[src/rtl/core_slice_pkg.sv]
// Purpose: Shared constants for the instruction-slice execution unit.
// Assumes: Avalon-MM register window with 32-bit data and byte addressing.
// Notes:   Register offsets are byte addresses, one aligned word each.
package core_slice_pkg;
  // Register map (byte offsets).
  localparam logic [5:0] OFF_CTRL    = 6'h00;
  localparam logic [5:0] OFF_WREG    = 6'h04;
  localparam logic [5:0] OFF_STATUS  = 6'h08;
  localparam logic [5:0] OFF_BANK    = 6'h0C;
  localparam logic [5:0] OFF_TABLE_POINTER  = 6'h10;
  localparam logic [5:0] OFF_TBLLAT  = 6'h14;
  localparam logic [5:0] OFF_INDEX   = 6'h18;
  localparam logic [5:0] OFF_HOLD0   = 6'h20;
  localparam logic [5:0] OFF_HOLD7   = 6'h3C;
  // Status flag positions.
  localparam int FLAG_C  = 0;
  localparam int FLAG_DC = 1;
  localparam int FLAG_Z  = 2;
  localparam int FLAG_OV = 3;
  localparam int FLAG_N  = 4;
  // Reset values.
  localparam logic [7:0]  RST_BYTE   = 8'h00;
  localparam logic [4:0]  RST_FLAGS  = 5'h00;
  localparam logic [20:0] RST_PTR    = 21'h000000;
  localparam logic [11:0] RST_INDEX  = 12'h000;
  localparam logic        RST_EXT    = 1'b0;
  // Access-bank split and indexed literal offset limit.
  localparam logic [7:0]  ACCESS_SPLIT = 8'h60;
  localparam logic [7:0]  INDEX_LIMIT  = 8'h5F;
  localparam logic [3:0]  SFR_BANK     = 4'hF;
  // Opcode patterns.
  localparam logic [5:0]  OPC_SUBB  = 6'h16;
  localparam logic [5:0]  OPC_SWAP  = 6'h0E;
  localparam logic [6:0]  OPC_TSTZ  = 7'h33;
  localparam logic [7:0]  OPC_XORL  = 8'h0A;
  localparam logic [5:0]  OPC_XORF  = 6'h06;
  localparam logic [13:0] OPC_TABLE_READ_OP = 14'h0002;
  localparam logic [13:0] OPC_TABLE_WRITE_OP = 14'h0003;
  // Table pointer update modes.
  localparam logic [1:0] TBL_KEEP = 2'h0;
  localparam logic [1:0] TBL_POST_INC = 2'h1;
  localparam logic [1:0] TBL_POST_DEC = 2'h2;
  localparam logic [1:0] TBL_PRE_INC  = 2'h3;
  // Instruction-cycle counts.
  localparam logic [1:0] CYC_ONE   = 2'h1;
  localparam logic [1:0] CYC_TWO   = 2'h2;
  localparam logic [1:0] CYC_THREE = 2'h3;
  typedef enum logic [2:0] {
    ST_IDLE = 3'b000,
    ST_Q1   = 3'b001,
    ST_Q2   = 3'b010,
    ST_Q3   = 3'b011,
    ST_Q4   = 3'b100
  } phase_t;
endpackage : core_slice_pkg

[src/rtl/core_slice.sv]
// Purpose: Executes subtract-with-borrow, nibble swap, test-zero-skip, xor and table ops.
// Assumes: Each instruction cycle is four clocks (Q1..Q4); inputs synchronous to ref_clk.
// Notes:   Software registers are writable only while no instruction is running.
//
// Overview of operation
// RULE1: Byte operands come from the access bank when a is 0 and from the selected bank when 1.
// RULE2: With the extension on, a at 0 and f up to 95, f is an offset added to the index register.
// RULE3: Nibble swap exchanges the two halves of the operand and leaves all flags alone.
// RULE4: Table read loads the byte at the table pointer into the latch in two cycles, no flags.
// RULE5: Table read low opcode bits pick keep, post-increment, post-decrement or pre-increment.
// RULE6: Pre-increment bumps the pointer before the access, post variants adjust it after.
// RULE7: The table pointer is 21 bits and addresses single bytes over two megabytes.
// RULE8: Table write copies the latch into the holding byte picked by the pointer's low 3 bits.
// RULE9: Table writes reach only the holding bytes; program memory is changed by other logic.
// RULE10: Table write uses the same four pointer update choices as table read.
// RULE11: Table write takes two cycles, reading the latch and writing the holding byte in Q4.
// RULE12: Test-zero-skip discards the fetched next instruction when the operand is zero.
// RULE13: Skipping a two-word instruction makes the test take three cycles in total.
// RULE14: Literal xor puts W xor the 8-bit literal in W and updates negative and zero.
// RULE15: Subtract with borrow computes f minus W minus not-carry and updates N, OV, C, DC, Z.
// RULE16: Destination bit 0 writes W, 1 writes the file register; register xor updates N and Z.
//
// The Avalon-MM slave port and the placing of the registers were chosen for this implementation.
`timescale 1ns/1ps
module core_slice (
  // Clock and reset
  input  wire logic        ref_clk,
  input  wire logic        rst_b,
  // Avalon-MM register slave
  input  wire logic [5:0]  avs_address,
  input  wire logic        avs_read,
  input  wire logic        avs_write,
  input  wire logic [31:0] avs_writedata,
  input  wire logic [3:0]  avs_byteenable,
  output      logic [31:0] avs_readdata,
  output      logic        avs_waitrequest,
  // Instruction issue
  input  wire logic        instr_valid,
  input  wire logic [15:0] instr_word,
  input  wire logic        next_two_word,
  output      logic        instr_ready,
  output      logic        instr_done,
  output      logic        discard_next,
  // Data memory
  output      logic [11:0] dmem_addr,
  input  wire logic [7:0]  dmem_rdata,
  output      logic [7:0]  dmem_wdata,
  output      logic        dmem_we,
  // Program memory and holding bytes
  output      logic [20:0] pmem_addr,
  output      logic        pmem_rd,
  input  wire logic [7:0]  pmem_rdata,
  output      logic [63:0] hold_image
);
  core_slice_pkg::phase_t state_reg;
  logic [1:0]  cyc_reg;
  logic [1:0]  ncyc_reg;
  logic [15:0] ir_reg;
  logic        two_reg;
  logic [7:0]  w_reg;
  logic [4:0]  stat_reg;
  logic [3:0]  bsr_reg;
  logic [11:0] fsr2_reg;
  logic        ext_reg;
  logic [20:0] table_pointer_reg;
  logic [7:0]  table_latch_register_reg;
  logic [7:0]  hold_reg [8];
  logic [7:0]  fv_reg;
  logic [7:0]  res_reg;
  logic [4:0]  flag_reg;
  logic [7:0]  tmp_reg;
  logic [2:0]  hidx_reg;
  logic [11:0] dmem_addr_reg;
  logic [20:0] pmem_addr_reg;
  logic [31:0] rdata_reg;
  logic        rd_done_reg;
  logic [20:0] ptr_start_reg;
  logic        accept;
  logic        wr_fire;
  logic        last_q4;
  logic        op_subb;
  logic        op_swap;
  logic        op_tstz;
  logic        op_xorl;
  logic        op_xorf;
  logic        op_table_read_op;
  logic        op_table_write_op;
  logic        op_tbl;
  logic        dest_file;
  logic        indexed;
  logic [1:0]  tmode;
  logic [11:0] addr_next;
  logic [8:0]  diff9;
  logic [4:0]  nib5;
  logic        borrow;

  localparam logic [7:0] RST8 = core_slice_pkg::RST_BYTE;

  function automatic logic [31:0] merge(input logic [31:0] old_v, input logic [31:0] new_v,
                                        input logic [3:0] be);
    logic [31:0] r;
    r = old_v;
    for (int i = 0; i < 4; i++)
      if (be[i]) r[i*8 +: 8] = new_v[i*8 +: 8];
    return r;
  endfunction : merge

  ////////////////////////////////////////////////////////////////////////////
  // Decode.
  assign op_subb   = ir_reg[15:10] == core_slice_pkg::OPC_SUBB;
  assign op_swap   = ir_reg[15:10] == core_slice_pkg::OPC_SWAP;
  assign op_tstz   = ir_reg[15:9] == core_slice_pkg::OPC_TSTZ;
  assign op_xorl   = ir_reg[15:8] == core_slice_pkg::OPC_XORL;
  assign op_xorf   = ir_reg[15:10] == core_slice_pkg::OPC_XORF;
  assign op_table_read_op  = ir_reg[15:2] == core_slice_pkg::OPC_TABLE_READ_OP;
  assign op_table_write_op  = ir_reg[15:2] == core_slice_pkg::OPC_TABLE_WRITE_OP;
  assign op_tbl    = op_table_read_op || op_table_write_op;
  assign tmode     = ir_reg[1:0];
  assign dest_file = ir_reg[9] && (op_subb || op_swap || op_xorf); // RULE16
  assign indexed   = ext_reg && !ir_reg[8] && ir_reg[7:0] <= core_slice_pkg::INDEX_LIMIT; // RULE2

  always_comb
  begin
    if (indexed)
      addr_next = 12'(fsr2_reg + {4'h0, ir_reg[7:0]}); // RULE2
    else if (ir_reg[8])
      addr_next = {bsr_reg, ir_reg[7:0]}; // RULE1
    else if (ir_reg[7:0] >= core_slice_pkg::ACCESS_SPLIT)
      addr_next = {core_slice_pkg::SFR_BANK, ir_reg[7:0]}; // RULE1
    else
      addr_next = {4'h0, ir_reg[7:0]}; // RULE1
  end

  ////////////////////////////////////////////////////////////////////////////
  // Phase sequencing.
  assign instr_ready  = state_reg == core_slice_pkg::ST_IDLE;
  assign accept       = instr_ready && instr_valid;
  assign wr_fire      = avs_write && instr_ready;
  assign last_q4      = state_reg == core_slice_pkg::ST_Q4 && cyc_reg == 2'(ncyc_reg - 2'h1);
  assign instr_done   = last_q4 && !discard_next; // RULE12 RULE13
  assign discard_next = state_reg == core_slice_pkg::ST_Q4 && cyc_reg == 2'h0 && op_tstz
                        && fv_reg == 8'h00; // RULE12

  always_ff @(posedge ref_clk or negedge rst_b)
  begin
    if (!rst_b)
    begin
      state_reg <= core_slice_pkg::ST_IDLE;
      cyc_reg   <= 2'h0;
    end
    else
    begin
      case (state_reg)
        core_slice_pkg::ST_IDLE:
        begin
          cyc_reg <= 2'h0;
          if (instr_valid) state_reg <= core_slice_pkg::ST_Q1;
        end
        core_slice_pkg::ST_Q1: state_reg <= core_slice_pkg::ST_Q2;
        core_slice_pkg::ST_Q2: state_reg <= core_slice_pkg::ST_Q3;
        core_slice_pkg::ST_Q3: state_reg <= core_slice_pkg::ST_Q4;
        default:
        begin
          if (last_q4 && !discard_next) state_reg <= core_slice_pkg::ST_IDLE;
          else
          begin
            state_reg <= core_slice_pkg::ST_Q1;
            cyc_reg   <= 2'(cyc_reg + 2'h1);
          end
        end
      endcase
    end
  end

  always_ff @(posedge ref_clk or negedge rst_b)
  begin
    if (!rst_b)
    begin
      ir_reg   <= 16'h0000;
      two_reg  <= 1'b0;
      ncyc_reg <= core_slice_pkg::CYC_ONE;
    end
    else if (accept)
    begin
      ir_reg   <= instr_word;
      two_reg  <= next_two_word;
      ncyc_reg <= (instr_word[15:3] == 13'h0001) ? core_slice_pkg::CYC_TWO
                                                  : core_slice_pkg::CYC_ONE; // RULE4 RULE11
    end
    else if (discard_next)
      ncyc_reg <= two_reg ? core_slice_pkg::CYC_THREE : core_slice_pkg::CYC_TWO; // RULE13
  end

  ////////////////////////////////////////////////////////////////////////////
  // Operand fetch, arithmetic and result.
  assign borrow = ~stat_reg[core_slice_pkg::FLAG_C];
  assign diff9  = 9'({1'b0, fv_reg} - {1'b0, w_reg} - {8'h00, borrow}); // RULE15
  assign nib5   = 5'({1'b0, fv_reg[3:0]} - {1'b0, w_reg[3:0]} - {4'h0, borrow});

  always_ff @(posedge ref_clk or negedge rst_b)
  begin
    if (!rst_b)
    begin
      dmem_addr_reg <= 12'h000;
      fv_reg        <= RST8;
      res_reg       <= RST8;
      flag_reg      <= core_slice_pkg::RST_FLAGS;
    end
    else if (cyc_reg == 2'h0)
    begin
      if (state_reg == core_slice_pkg::ST_Q1) dmem_addr_reg <= addr_next;
      if (state_reg == core_slice_pkg::ST_Q2) fv_reg <= dmem_rdata;
      if (state_reg == core_slice_pkg::ST_Q3)
      begin
        flag_reg <= stat_reg; // RULE3
        if (op_subb)
        begin
          res_reg <= diff9[7:0];
          flag_reg[core_slice_pkg::FLAG_C]  <= ~diff9[8]; // RULE15
          flag_reg[core_slice_pkg::FLAG_DC] <= ~nib5[4];
          flag_reg[core_slice_pkg::FLAG_OV] <= (fv_reg[7] != w_reg[7]) && (diff9[7] != fv_reg[7]);
          flag_reg[core_slice_pkg::FLAG_N]  <= diff9[7];
          flag_reg[core_slice_pkg::FLAG_Z]  <= diff9[7:0] == 8'h00;
        end
        else if (op_swap)
          res_reg <= {fv_reg[3:0], fv_reg[7:4]}; // RULE3
        else if (op_xorl || op_xorf)
        begin
          res_reg <= w_reg ^ (op_xorl ? ir_reg[7:0] : fv_reg); // RULE14 RULE16
          flag_reg[core_slice_pkg::FLAG_N] <= w_reg[7] ^ (op_xorl ? ir_reg[7] : fv_reg[7]);
          flag_reg[core_slice_pkg::FLAG_Z] <= (w_reg ^ (op_xorl ? ir_reg[7:0] : fv_reg)) == 8'h00;
        end
      end
    end
  end

  assign dmem_addr  = dmem_addr_reg;
  assign dmem_wdata = res_reg;
  assign dmem_we    = state_reg == core_slice_pkg::ST_Q4 && cyc_reg == 2'h0 && dest_file; // RULE16

  ////////////////////////////////////////////////////////////////////////////
  // Table access: pointer, latch and holding bytes.
  always_ff @(posedge ref_clk or negedge rst_b)
  begin
    if (!rst_b)
    begin
      pmem_addr_reg <= core_slice_pkg::RST_PTR;
      tmp_reg       <= RST8;
      hidx_reg      <= 3'h0;
      ptr_start_reg <= core_slice_pkg::RST_PTR;
    end
    else
    begin
      if (accept) ptr_start_reg <= table_pointer_reg;
      if (op_tbl && cyc_reg == 2'h1 && state_reg == core_slice_pkg::ST_Q1)
        pmem_addr_reg <= table_pointer_reg; // RULE7
      if (op_tbl && cyc_reg == 2'h1 && state_reg == core_slice_pkg::ST_Q2)
      begin
        tmp_reg  <= op_table_read_op ? pmem_rdata : table_latch_register_reg; // RULE4 RULE11
        hidx_reg <= table_pointer_reg[2:0]; // RULE8
      end
    end
  end

  assign pmem_addr = pmem_addr_reg;
  assign pmem_rd   = op_table_read_op && cyc_reg == 2'h1 && state_reg == core_slice_pkg::ST_Q2; // RULE4

  always_ff @(posedge ref_clk or negedge rst_b)
  begin
    if (!rst_b)
      table_pointer_reg <= core_slice_pkg::RST_PTR;
    else if (wr_fire && avs_address == core_slice_pkg::OFF_TABLE_POINTER)
      table_pointer_reg <= 21'(merge({11'h000, table_pointer_reg}, avs_writedata, avs_byteenable));
    else if (op_tbl && state_reg == core_slice_pkg::ST_Q3)
    begin
      if (cyc_reg == 2'h0 && tmode == core_slice_pkg::TBL_PRE_INC)
        table_pointer_reg <= 21'(table_pointer_reg + 21'h1); // RULE5 RULE6 RULE10
      else if (cyc_reg == 2'h1 && tmode == core_slice_pkg::TBL_POST_INC)
        table_pointer_reg <= 21'(table_pointer_reg + 21'h1); // RULE5 RULE6 RULE10
      else if (cyc_reg == 2'h1 && tmode == core_slice_pkg::TBL_POST_DEC)
        table_pointer_reg <= 21'(table_pointer_reg - 21'h1); // RULE5 RULE6 RULE10
    end
  end

  always_ff @(posedge ref_clk or negedge rst_b)
  begin
    if (!rst_b)
      table_latch_register_reg <= RST8;
    else if (wr_fire && avs_address == core_slice_pkg::OFF_TBLLAT)
      table_latch_register_reg <= 8'(merge({24'h0, table_latch_register_reg}, avs_writedata, avs_byteenable));
    else if (op_table_read_op && last_q4)
      table_latch_register_reg <= tmp_reg; // RULE4
  end

  // Holding bytes are only written here; flash programming consumes hold_image.
  always_ff @(posedge ref_clk or negedge rst_b)
  begin
    if (!rst_b)
    begin
      for (int i = 0; i < 8; i++) hold_reg[i] <= RST8;
    end
    else if (op_table_write_op && last_q4)
      hold_reg[hidx_reg] <= tmp_reg; // RULE8 RULE9 RULE11
  end

  for (genvar g = 0; g < 8; g++)
  begin : g_hold
    assign hold_image[g*8 +: 8] = hold_reg[g];
  end

  ////////////////////////////////////////////////////////////////////////////
  // Working register, flags and configuration.
  always_ff @(posedge ref_clk or negedge rst_b)
  begin
    if (!rst_b)
      w_reg <= RST8;
    else if (wr_fire && avs_address == core_slice_pkg::OFF_WREG)
      w_reg <= 8'(merge({24'h0, w_reg}, avs_writedata, avs_byteenable));
    else if (state_reg == core_slice_pkg::ST_Q4 && cyc_reg == 2'h0 && !dest_file
             && (op_subb || op_swap || op_xorf || op_xorl))
      w_reg <= res_reg; // RULE14 RULE16
  end

  always_ff @(posedge ref_clk or negedge rst_b)
  begin
    if (!rst_b)
      stat_reg <= core_slice_pkg::RST_FLAGS;
    else if (wr_fire && avs_address == core_slice_pkg::OFF_STATUS)
      stat_reg <= 5'(merge({27'h0, stat_reg}, avs_writedata, avs_byteenable));
    else if (state_reg == core_slice_pkg::ST_Q4 && cyc_reg == 2'h0
             && (op_subb || op_xorf || op_xorl))
      stat_reg <= flag_reg; // RULE14 RULE15 RULE16
  end

  always_ff @(posedge ref_clk or negedge rst_b)
  begin
    if (!rst_b)
    begin
      bsr_reg  <= 4'h0;
      fsr2_reg <= core_slice_pkg::RST_INDEX;
      ext_reg  <= core_slice_pkg::RST_EXT;
    end
    else if (wr_fire)
    begin
      if (avs_address == core_slice_pkg::OFF_BANK)
        bsr_reg <= 4'(merge({28'h0, bsr_reg}, avs_writedata, avs_byteenable));
      else if (avs_address == core_slice_pkg::OFF_INDEX)
        fsr2_reg <= 12'(merge({20'h0, fsr2_reg}, avs_writedata, avs_byteenable));
      else if (avs_address == core_slice_pkg::OFF_CTRL && avs_byteenable[0])
        ext_reg <= avs_writedata[0];
    end
  end

  ////////////////////////////////////////////////////////////////////////////
  // Register read path: one wait cycle, data from a flop.
  assign avs_waitrequest = (avs_read && !rd_done_reg) || (avs_write && !instr_ready);
  assign avs_readdata    = rdata_reg;

  always_ff @(posedge ref_clk or negedge rst_b)
  begin
    if (!rst_b)
    begin
      rdata_reg   <= 32'h0000_0000;
      rd_done_reg <= 1'b0;
    end
    else
    begin
      rd_done_reg <= avs_read && !rd_done_reg;
      if (avs_read && !rd_done_reg)
      begin
        if (avs_address == core_slice_pkg::OFF_CTRL)        rdata_reg <= {31'h0, ext_reg};
        else if (avs_address == core_slice_pkg::OFF_WREG)   rdata_reg <= {24'h0, w_reg};
        else if (avs_address == core_slice_pkg::OFF_STATUS) rdata_reg <= {27'h0, stat_reg};
        else if (avs_address == core_slice_pkg::OFF_BANK)   rdata_reg <= {28'h0, bsr_reg};
        else if (avs_address == core_slice_pkg::OFF_TABLE_POINTER) rdata_reg <= {11'h0, table_pointer_reg};
        else if (avs_address == core_slice_pkg::OFF_TBLLAT) rdata_reg <= {24'h0, table_latch_register_reg};
        else if (avs_address == core_slice_pkg::OFF_INDEX)  rdata_reg <= {20'h0, fsr2_reg};
        else if (avs_address >= core_slice_pkg::OFF_HOLD0
                 && avs_address <= core_slice_pkg::OFF_HOLD7)
          rdata_reg <= {24'h0, hold_reg[avs_address[4:2]]};
        else                                                rdata_reg <= 32'h0000_0000;
      end
    end
  end
endmodule : core_slice

[config.mk]
export PLATFORM = sky130hd
export DESIGN_NAME = core_slice
export DESIGN_NICKNAME = d
export VERILOG_FILES = /design/src/rtl/core_slice_pkg.sv /design/src/rtl/core_slice.sv
export SDC_FILE = /design/constraint.sdc
export NUM_CORES = 1
export LEC_CHECK = 0
export BUFFER_PORTS_ARGS = -buffer_cell sky130_fd_sc_hd__buf_2
export CAP_MARGIN = 5
export CORE_AREA = 5 5 161 147
export DETAILED_ROUTE_END_ITERATION = 8
export DIE_AREA = 0 0 166 152
export PLACE_DENSITY = 0.85
export SETUP_SLACK_MARGIN = 0.05
export SLEW_MARGIN = 20
export SYNTH_ARGS = -nofsm -noshare
export SYNTH_HDL_FRONTEND = slang
export SYNTH_SLANG_ARGS = --single-unit
[constraint.sdc]
create_clock -name ref_clk -period 6.4 [get_ports ref_clk]
set_input_delay 0.96 -clock ref_clk [delete_from_list [all_inputs] [get_ports ref_clk]]
set_output_delay 0.96 -clock ref_clk [all_outputs]
set_load 0.005 [all_outputs]
==> reports/metrics.cfg, run 1 <==
[status]
outcome = completed

[timing]
fin_crit_ns = 4.06
worstMarginPinSlew_ns = 1.17
post-route-period-util_pct = 63.5
finalHoldViolations = 0
layout_setup_ws_ns = 2.34
fmax_mhz = 246
tns_ns = 0
setup_viol = 0
rsz0062_at_grt = no
slew_headroom_pct = 21.6
slew_violations = 0
clock_skew_ns = 0.0164
whs_ns = 0.434

[worst_setup_path]
cp_top_family = simple AND/OR/NAND/NOR gates
path_common_cell = inv_1
critical_path.max_stage_delay_ns = 1.04
r2r_slack_ns = 3.29
r2r_start = ir_reg[5]
path_depth = 7
worstSetupStartpoint = cyc_reg[0]
reg2regPathDepth = 5
crit_path_start_kind = flip-flop
cp_slowest_cell = nor4_1
worstPathArrival_ns = 3.10
endpoint_kind = primary output
required_ns = 5.44
critPathBufInv = 3
r2r-end = hold_image[9]
worstPathMaxFanout = 6
crit_chain = inv_1, ha_1, nand4_1, nor4_1, nand2b_1, inv_1, buf_2
endpoint = instr_done
worstSetupPathType = flip-flop to primary output

[place]
placed_cell_area_mm2 = 0.0142
dp_hpwl_um = 28600
pre_cts_slack_ns = 2.68
io_buffers = 199
gp_congestion = 0.978
dp.cells = 1734

[logic_synthesis]
synth_ff_type = dfrtp_1
syn_area_per_cell_um2 = 10.0
synthArstFlopShare_pct = 100
synthCells = 1305
ys_types = 80
synth_edf_count = 0
ys_seq_elements = 234
seq_area_frac_synth_pct = 44.8
syn_area_mm2 = 0.0131
yosysWarnings = 0

[min_path]
holdCritPathClass = input port to async pin

[drt]
routed_via_density = 6.34
num_vias = 11300
drtIter0Drc = 1257
drc_errors = 0
drtPass1Iterations = 6
detail_route.wl_per_cell_um = 22.0
wl_um = 39100
route.antenna.remaining_nets = 0

[floorplan]
fp.dieH_um = 152
rows = 52
die-area_mm2 = 0.0252
die_width_um = 166
initial_core_util_pct = 59.3
ios = 223
core-area_mm2 = 0.0221

[clocking]
htreeDepth = 1
cts_buffers = 25
cts-resized-gates = 0
clockRootBuffer = clkbuf_16
clk_latency_ns = 0.54
cts_tree = built
hold_buffers = 0
post_cts_buffers = 0
clk_pin_slew_ns = 0.06
clkSinkCount = 234
clock_path_buffers = 3

[final_layout]
nNetsFinal = 1573
fill_cells = 1690
layout.cell_area.non_filler_mm2 = 0.0150
final_cell_mix = 233 x dfrtp_1, 198 x buf_2, 115 x nand2_1
fin_cells = 1779
largest_register_ffs = 64
drive_above_1_share_pct = 28.0
antenna_cells = 0
final_common_cell = dfrtp_1
syn2layout_area_growth_pct = 15.0
utilization_pct = 68.2

[global_route]
grtUsageTotal_pct = 30.3
grt_max_degree = 126
antenna_found_initial = 5
first_global_vias = 11100
grt_pass1_wl_um = 62100
overflow = 0

[power_and_ir_drop]
total_power_mw = 5.22
powerDensity_mw_per_mm2 = 347
p_leak_nw = 7.23
peakVddDrop_mv = 0.273

[run]
cap_violations = 0

[layer usage]
layer	track usage [%]	vias up	wire (um)
li1	-	5054	-
met1	42.3	5486	15700
met2	47.1	634	17800
met3	7.09	105	4200
met4	10.1	6	1410
met5	0	-	34
[power by group]
group	switching, mW	internal (mW)	total [mW]	leakage, nW
Sequential	0.352	1.71	2.06	3.07
Combinational	0.981	0.716	1.70	3.75
Clock	0.617	0.847	1.46	0.409
Total	1.95	3.27	5.22	7.23
[Yosys cell counts (8+ instances only)]
cell | number | area, um2
dfrtp_1 | 233 | 5830
nand2_1 | 115 | 432
mux2_2 | 114 | 1280
nor2_1 | 99 | 372
o21ai_0 | 95 | 475
a21oi_1 | 86 | 430
clkbuf_1 | 50 | 188
mux2i_1 | 44 | 440
inv_1 | 43 | 161
nand3_1 | 29 | 145
ha_1 | 26 | 325
nand2b_1 | 23 | 144
o22ai_1 | 20 | 125
and3_1 | 17 | 106
mux4_2 | 17 | 383
a22oi_1 | 15 | 113
buf_1 | 15 | 56.3
nor2b_1 | 15 | 93.8
a211oi_1 | 14 | 105
nor3_1 | 13 | 65.1
buf_2 | 12 | 60.1
nand4_1 | 12 | 75.1
buf_4 | 11 | 82.6
nor4_1 | 10 | 62.6
o2bb2ai_1 | 10 | 87.6
o31ai_1 | 10 | 75.1
xor2_1 | 10 | 87.6
a31oi_1 | 9 | 56.3
or3_1 | 9 | 56.3
or2_2 | 8 | 50.1
xnor2_1 | 8 | 70.1
[worst min path at each step]
stage,startpoint,to,depth (start not counted)
CTS,avs_readdata[15],avs_readdata[15],2
finish,rst_b,avs_readdata[19],1
global route,avs_readdata[18],avs_readdata[18],2
floorplan,flag_reg[1],flag_reg[1],2
global placement,avs_readdata[19],avs_readdata[19],2
detailed placement,pmem_addr[16],pmem_addr[16],2
[logic make-up (layout without fill, tap and decap cells)]
logic type               after synthesis  after routing  share of synthesized area (%)
AO/OA/AOI/OAI                        318            318                           15.3
flip-flops                           234            234                           44.8
AND/OR/NAND/NOR                      397            397                           15.3
buffers and inverters                132            299                           4.27
XOR/XNOR                              18             18                           1.20
multiplexers                         176            176                           16.2
adder cells (fa/ha/maj)               29             29                           2.94
other                                  1             11                         0.0287
[area by class of cell]
cell class	count	area (um2)	area share, %
Multi-Input combinational cell	949	6720	44.7
Sequential cell	234	5860	38.9
Timing Repair Buffer	211	1110	7.37
Clock buffer	31	688	4.57
Tap cell	297	372	2.47
Inverter	43	161	1.07
Clock inverter	14	136	0.906
(Power assumes the default switching activity.)
==> inputs of run 2 (changes only) <==
--- a/config.mk
+++ b/config.mk
@@ -5,12 +5,13 @@
 export SDC_FILE = /design/constraint.sdc
 export NUM_CORES = 1
 export LEC_CHECK = 0
+export ABC_AREA = 1
 export BUFFER_PORTS_ARGS = -buffer_cell sky130_fd_sc_hd__buf_2
 export CAP_MARGIN = 5
-export CORE_AREA = 5 5 161 147
+export CORE_AREA = 5 5 175 160
 export DETAILED_ROUTE_END_ITERATION = 8
-export DIE_AREA = 0 0 166 152
-export PLACE_DENSITY = 0.85
+export DIE_AREA = 0 0 180 165
+export PLACE_DENSITY = 0.77
 export SETUP_SLACK_MARGIN = 0.05
 export SLEW_MARGIN = 20
 export SYNTH_ARGS = -nofsm -noshare
==> constraint.sdc (replaced) <==
create_clock -name ref_clk -period 3.52 [get_ports ref_clk]
set_input_delay 0.528 -clock ref_clk [delete_from_list [all_inputs] [get_ports ref_clk]]
set_output_delay 0.528 -clock ref_clk [all_outputs]
set_load 0.005 [all_outputs]
==> run 2 against run 1 <==
Combinational power grew 84%; wire length grew 8.2%; critical path depth grew 1; first-iteration DRC count grew 12%; cell count grew 29%; non-clock buffer count grew 8; hold slack lost 0.36 ns; clock power grew 100%; via count grew 15%; sequential cell count is the same; highest routed layer unchanged; clock skew shrank 0.0052 ns; sequential share of layout area shrank 1.1 points.
==> reports/metrics.cfg, run 2 <==
[timing]
worstMarginPinSlew_ns = 0.855  ; was 1.17 ns
fin_crit_ns = 2.98
slew_headroom_pct = 43.0  ; was 21.6%
setup_viol = 0  ; unchanged
fmax_mhz = 335
tns_ns = 0  ; unchanged
post-route-period-util_pct = 84.7
rsz0062_at_grt = no  ; unchanged
clock_skew_ns = 0.0112  ; was 0.0164 ns
layout_setup_ws_ns = 0.538  ; was 2.34 ns
finalHoldViolations = 0  ; unchanged
slew_violations = 0  ; unchanged

[drt]
routed_via_density = 5.66  ; was 6.34
detail_route.wl_per_cell_um = 18.4  ; was 22.0 um
num_vias = 13000  ; was 11300
drc_errors = 0  ; unchanged
route.antenna.remaining_nets = 0  ; unchanged
wl_um = 42300  ; was 39100 um
drtPass1Iterations = 5  ; was 6
drtIter0Drc = 1411  ; was 1257

[clocking]
post_cts_buffers = 0  ; unchanged
clk_pin_slew_ns = 0.06  ; about the same
cts-resized-gates = 0  ; unchanged
clock_path_buffers = 3  ; unchanged
clockRootBuffer = clkbuf_16  ; unchanged
htreeDepth = 1  ; unchanged
clk_latency_ns = 0.54  ; about the same
cts_buffers = 26  ; was 25
clkSinkCount = 234  ; unchanged
hold_buffers = 0  ; unchanged
cts_tree = built  ; unchanged

[logic_synthesis]
synth_edf_count = 0  ; unchanged
synthArstFlopShare_pct = 100  ; unchanged
ys_seq_elements = 234  ; unchanged
yosysWarnings = 0  ; unchanged
yosysMostFrequentCell = nand2_1  ; was dfrtp_1
synth_compound_area_share_pct = 17.6  ; was 15.3%
synth_top_family_by_area = simple AND/OR/NAND/NOR gates  ; was multiplexers
synth_top_cell_by_area = dfrtp_1  ; unchanged
ys_types = 57  ; was 80
synthCells = 1731  ; was 1305
seq_area_frac_synth_pct = 44.2  ; was 44.8%
synth-simple-area-share_pct = 25.4  ; was 15.3%
synth.area.mux_share_pct = 0.462  ; was 16.2%
synth_area_leaders = dfrtp_1 44%, nand2_1 13%, o21ai_0 6.3%  ; was dfrtp_1 45%, mux2_2 9.8%, o21ai_0 3.6%
syn_area_per_cell_um2 = 7.66  ; was 10.0 um2
synth_xor_area_share_pct = 1.45  ; was 1.20%
syn_area_mm2 = 0.0133  ; was 0.0131 mm2
yosysTopAreaCellShare_pct = 44.0  ; was 44.6%
synth_ff_type = dfrtp_1  ; unchanged
yosys.area_share.adder_pct = 2.91  ; was 2.94%
synthTopCellsByCount = 453 x nand2_1, 233 x dfrtp_1, 173 x inv_1  ; was 233 x dfrtp_1, 115 x nand2_1, 114 x mux2_2

[min_path]
holdCritPathClass = input port to async pin  ; unchanged

[worst_setup_path]
worstPathMaxFanout = 13  ; was 6
reg2regPathDepth = 10  ; was 5
r2r_start = ir_reg[14]  ; was ir_reg[5]
worstPathArrival_ns = 2.45  ; was 3.10 ns
path_common_cell = nor3_1  ; was inv_1
crit_chain = inv_1, nand2_1, nor2_2, inv_2, nor3_1, nand3_1, nor3_1, buf_2  ; was inv_1, ha_1, nand4_1, nor4_1, nand2b_1, inv_1, buf_2
crit_path_start_kind = flip-flop  ; unchanged
r2r-end = hidx_reg[2]  ; was hold_image[9]
required_ns = 2.99  ; was 5.44 ns
cp_slowest_cell = nor2_2  ; was nor4_1
worstSetupPathType = flip-flop to primary output  ; unchanged
endpoint_kind = primary output  ; unchanged
r2r_slack_ns = 0.65  ; was 3.29 ns
critical_path.max_stage_delay_ns = 0.40  ; was 1.04 ns

[final_layout]
final_cell_mix = 452 x nand2_1, 233 x dfrtp_1, 198 x buf_2  ; was 233 x dfrtp_1, 198 x buf_2, 115 x nand2_1
largest_register_ffs = 64  ; unchanged
nNetsFinal = 2036  ; was 1573
syn2layout_area_growth_pct = 16.9  ; was 15.0%
drive_above_1_share_pct = 16.5  ; was 28.0%
final_common_cell = nand2_1  ; was dfrtp_1
multi_input_area_mm2 = 0.00638  ; was 0.00672 mm2
seqCellArea_mm2 = 0.00586  ; unchanged
fill_cells = 2362  ; was 1690

[power_and_ir_drop]
powerDensity_mw_per_mm2 = 622  ; was 347 mW/mm2
p_leak_nw = 8.11  ; was 7.23 nW
peakVddDrop_mv = 0.381  ; was 0.273 mV

[floorplan]
rows = 56  ; was 52
core-area_mm2 = 0.0259  ; was 0.0221 mm2
ios = 223  ; unchanged
die-area_mm2 = 0.0297  ; was 0.0252 mm2
fp.dieH_um = 165  ; was 152 um
initial_core_util_pct = 51.3  ; was 59.3%
die_width_um = 180  ; was 166 um

[global_route]
grt_pass1_wl_um = 67400  ; was 62100 um
grtUsageTotal_pct = 28.0  ; was 30.3%
first_global_vias = 12500  ; was 11100
grt_max_degree = 105  ; was 126
overflow = 0  ; unchanged
antenna_found_initial = 2  ; was 5

[place]
pre_cts_slack_ns = 0.682  ; was 2.68 ns
dp_hpwl_um = 31900  ; was 28600 um
gp_congestion = 0.978  ; about the same
io_buffers = 199  ; unchanged

[run]
cap_violations = 0  ; unchanged

[status]
outcome = completed  ; unchanged

## run 2: changes by cell type in the layout (fill, tap and decap cells not counted), sizes merged, moves of 22 or more
cell	before	now
o21ai	95	241
nand3	29	80
mux2	115	1
mux2i	44	5
a21oi	86	108
nand2b	23	0
inv	46	185
nand2	117	461
nor2	101	159
## run 2: worst max-delay path, delay by kind of cell (launching register included)
family | cells | cell delay (ns)
simple gates | 5 | 1.19
flops | 1 | 0.37
buf+inv | 3 | 0.35
## run 2: cell type report
cell class | instances | share of cell area, %
clock buffers | 42 | 5.30
inverters | 187 | 4.56
well taps | 348 | 2.81
flip-flops and latches | 234 | 37.8
multi-input cells | 1259 | 41.1
clock inverters | 5 | 0.646
diodes | 4 | 0.0646
repair buffers | 219 | 7.70
## run 2: metal layers
metal	global-route usage (%)	vias up	routed length, um
li1	-	6123	-
met3	4.71	102	4000
met1	39.6	6157	18100
met4	8.59	2	1330
met2	44.5	623	18900
met5	0	-	13
## run 2: how the worst max path moves through the flow
stage / startpoint / end
floorplan: w_reg[0] / dmem_wdata[5]
global placement: avs_address[2] / avs_readdata[8]
detailed placement: avs_address[2] / avs_readdata[13]
CTS: ir_reg[14] / pmem_rd
global route: ir_reg[14] / tmp_reg[1]
finish: ir_reg[14] / pmem_rd
## run 2: cells by family (layout without fill, tap and decap cells)
| family | after synthesis | count (layout) |
|---|---|---|
| other | 1 | 15 |
| xor gates and xnor gates | 22 | 22 |
| adders and majority gates | 29 | 29 |
| and+or+nand+nor | 770 | 770 |
| AOI/OAI and AO/OA | 421 | 421 |
| muxes | 6 | 6 |
| DFF | 234 | 234 |
| buffers and inverters | 248 | 453 |
## run 2: per-stage QoR
stage,total power [mW],hold slack [ns],instance area [um2],instances,util (%)
after CTS,9.63,0.0699,15500,2294,59.9
after global placement,6.62,0.460,14600,2247,56.3
after detailed placement,6.70,0.461,14600,2247,56.3
after global routing,10.2,0.130,15500,2294,59.9
after floorplan,5.64,0.232,13300,1741,-
final,9.64,0.0698,15500,2298,60.0
## run 2: power by group
| group | leakage (nW) | switching (mW) | total (mW) | internal [mW] |
|---|---|---|---|---|
| Sequential | 3.03 | 0.481 | 3.60 | 3.12 |
| Clock | 0.455 | 1.12 | 2.92 | 1.81 |
| Combinational | 4.62 | 2.07 | 3.13 | 1.06 |
| Total | 8.11 | 3.66 | 9.64 | 5.98 |
==> inputs of run 3 (changes only) <==
--- a/config.mk
+++ b/config.mk
@@ -5,13 +5,13 @@
 export SDC_FILE = /design/constraint.sdc
 export NUM_CORES = 1
 export LEC_CHECK = 0
-export ABC_AREA = 1
+export ABC_AREA = 0
 export BUFFER_PORTS_ARGS = -buffer_cell sky130_fd_sc_hd__buf_2
 export CAP_MARGIN = 5
-export CORE_AREA = 5 5 175 160
+export CORE_AREA = 5 5 166 152
 export DETAILED_ROUTE_END_ITERATION = 8
-export DIE_AREA = 0 0 180 165
-export PLACE_DENSITY = 0.77
+export DIE_AREA = 0 0 171 157
+export PLACE_DENSITY = 0.8
 export SETUP_SLACK_MARGIN = 0.05
 export SLEW_MARGIN = 20
 export SYNTH_ARGS = -nofsm -noshare
==> constraint.sdc (replaced) <==
create_clock -name ref_clk -period 2.9 [get_ports ref_clk]
set_input_delay 0.435 -clock ref_clk [delete_from_list [all_inputs] [get_ports ref_clk]]
set_output_delay 0.435 -clock ref_clk [all_outputs]
set_load 0.005 [all_outputs]
==> run 3 against run 2 <==
Total power up 22%; via count down 13%; cell count down 20%; register-to-register slack worse by 0.43 ns; cell area down 0.53%; sequential power up 22%; utilization up 6.7 points; die area down 9.6%; highest routed layer is now met4; clock skew up 0.0092 ns; wire length down 4.3%; hold slack better by 0.049 ns.
==> reports/metrics.cfg, run 3 (same netlist as run 1, synthesis figures left out) <==
[worst_setup_path]
worstSetupPathType = flip-flop to primary output  ; unchanged
critPathBufInv = 4  ; was 3
path_common_cell = buf_4  ; was nor3_1
endpoint_kind = primary output  ; unchanged
critical_path.max_stage_delay_ns = 0.44  ; was 0.40 ns
crit_path_start_kind = flip-flop  ; unchanged
r2r_start = stat_reg[0]  ; was ir_reg[14]
reg2regPathDepth = 11  ; was 10
cp_top_family = simple AND/OR/NAND/NOR gates  ; unchanged
required_ns = 2.47  ; was 2.99 ns
worstSetupStartpoint = ir_reg[11]  ; was ir_reg[14]
path_depth = 8  ; unchanged
crit_chain = nor3_2, buf_4, nand4_1, nor4_2, buf_4, nand2b_1, inv_1, buf_2  ; was inv_1, nand2_1, nor2_2, inv_2, nor3_1, nand3_1, nor3_1, buf_2
worstPathMaxFanout = 6  ; was 13
cp_slowest_cell = dfrtp_1  ; was nor2_2
worstPathArrival_ns = 2.27  ; was 2.45 ns

[drt]
route.antenna.remaining_nets = 0  ; unchanged
wl_um = 40500  ; was 42300 um
routed_via_density = 6.20  ; was 5.66
drtIter0Drc = 1074  ; was 1411
drtPass1Iterations = 5  ; unchanged
num_vias = 11300  ; was 13000
drc_errors = 0  ; unchanged
detail_route.wl_per_cell_um = 22.2  ; was 18.4 um

[clocking]
clkSinkCount = 234  ; unchanged
htreeDepth = 1  ; unchanged
clockRootBuffer = clkbuf_16  ; unchanged
clock_path_buffers = 3  ; unchanged
cts_tree = built  ; unchanged
clk_latency_ns = 0.53  ; was 0.54 ns
clk_pin_slew_ns = 0.05  ; was 0.06 ns
cts_buffers = 25  ; was 26

[floorplan]
die_width_um = 171  ; was 180 um
core-area_mm2 = 0.0231  ; was 0.0259 mm2
fp.dieH_um = 157  ; was 165 um
ios = 223  ; unchanged
initial_core_util_pct = 56.5  ; was 51.3%
die-area_mm2 = 0.0268  ; was 0.0297 mm2
rows = 53  ; was 56

[power_and_ir_drop]
peakVddDrop_mv = 0.567  ; was 0.381 mV
switchingPower_mw = 4.35  ; was 3.66 mW
powerDensity_mw_per_mm2 = 766  ; was 622 mW/mm2
p_clk_share_pct = 27.4  ; was 30.3%
switching_share_pct = 36.9  ; was 38.0%
p_leak_nw = 7.45  ; was 8.11 nW
combPwrFrac_pct = 35.4  ; was 32.4%
power.internal_mw = 7.45  ; was 5.98 mW
p_seq_share_pct = 37.1  ; was 37.3%

[timing]
fmax_mhz = 370
tns_ns = 0  ; unchanged
slew_violations = 0  ; unchanged
worstMarginPinSlew_ns = 0.714  ; was 0.855 ns
clock_skew_ns = 0.0204  ; was 0.0112 ns
finalHoldViolations = 0  ; unchanged
slew_headroom_pct = 52.4  ; was 43.0%
setup_viol = 0  ; unchanged
post-route-period-util_pct = 93.3
fin_crit_ns = 2.70
rsz0062_at_grt = no  ; unchanged
layout_setup_ws_ns = 0.196  ; was 0.538 ns

[min_path]
hp-start = dmem_rdata[0]
worstHoldPathCells = 3
holdCritPathClass = input port to flip-flop  ; was input port to async pin

[final_layout]
utilization_pct = 66.6  ; was 60.0%
syn2layout_area_growth_pct = 17.8  ; was 16.9%
final_common_cell = dfrtp_1  ; was nand2_1
nNetsFinal = 1615  ; was 2036
final_cell_mix = 232 x dfrtp_1, 198 x buf_2, 115 x nand2_1  ; was 452 x nand2_1, 233 x dfrtp_1, 198 x buf_2
largest_register_ffs = 64  ; unchanged
drive_above_1_share_pct = 30.2  ; was 16.5%

[place]
dp_hpwl_um = 30100  ; was 31900 um
gp_congestion = 0.969  ; was 0.978
pre_cts_slack_ns = 0.169  ; was 0.682 ns
io_buffers = 199  ; unchanged

[global_route]
overflow = 0  ; unchanged
grt_max_degree = 69  ; was 105
first_global_vias = 11100  ; was 12500
grtUsageTotal_pct = 29.8  ; was 28.0%
grt_pass1_wl_um = 63100  ; was 67400 um
antenna_found_initial = 0  ; was 2

[run]
cap_violations = 0  ; unchanged

[status]
outcome = completed  ; unchanged

-- run 3: changes by cell type in the layout (fill, tap and decap cells not counted), moves of 50 or more --
| cell | previous run | this run |
|---|---|---|
| inv_1 | 173 | 43 |
| mux2_2 | 1 | 114 |
| nand2_1 | 452 | 115 |
| nand3_1 | 79 | 29 |
| nor2_1 | 149 | 97 |
| o21ai_0 | 167 | 94 |
| o21ai_1 | 65 | 1 |
-- run 3: power groups by stage --
stage | registers (mW) | clock network (mW) | logic (mW)
after CTS | 4.35 | 3.27 | 4.12
after detailed placement | 4.40 | 0 | 4.07
after global routing | 4.45 | 3.40 | 4.64
final | 4.38 | 3.24 | 4.18
after floorplan | 4.18 | 0 | 2.80
after global placement | 4.37 | 0 | 3.96
-- run 3: final cells by class --
cell class,count,area (um2)
Antenna cell,1,2.50
Clock inverter,11,114
Inverter,43,161
Multi-Input combinational cell,949,6750
Fill cell,1788,7720
Sequential cell,234,5860
Timing Repair Buffer,253,1440
Tap cell,302,378
Clock buffer,35,723
-- run 3: final timing paths --
check | endpoint | slack (ns)
setup / recovery | instr_done | 0.20
hold / removal | fv_reg[0] | 0.12
setup reg to reg | dmem_wdata[7] | 0.22
hold reg to reg | avs_readdata[12] | 0.47
max in group asynchronous | hold_image[21] | 1.51
min in group asynchronous | hold_image[40] | 0.43
-- run 3: per-layer routing --
metal,routed length (um),up-vias,global-route usage [%]
met5,0,-,0
met4,1720,0,10.6
met3,4010,109,6.63
met2,18000,604,46.2
met1,16800,5490,41.7
li1,-,5134,-
-- run 3: repair_timing --
action	4_1_cts	5_1_grt
setup endpoints to repair	0	4
endpoints found under the hold margin	59	0
buffers inserted	0	0
resized for setup	0	7
hold buffers	1	0
-- run 3: metrics by stage --
step	instances	area, um2	power [mW]	hold WS [ns]
6_report	1828	15400	11.8	0.119
2_1_floorplan	1315	13100	6.97	0.139
3_3_place_gp	1780	14500	8.33	0.397
5_1_grt	1827	15400	12.5	0.117
4_1_cts	1827	15400	11.7	0.104
3_5_place_dp	1780	14500	8.47	0.404
-- run 3: worst min-delay path: stages --
cell and delay [ns]:
buf_2 0.07, nand2_1 0.03, o21ai_0 0.05
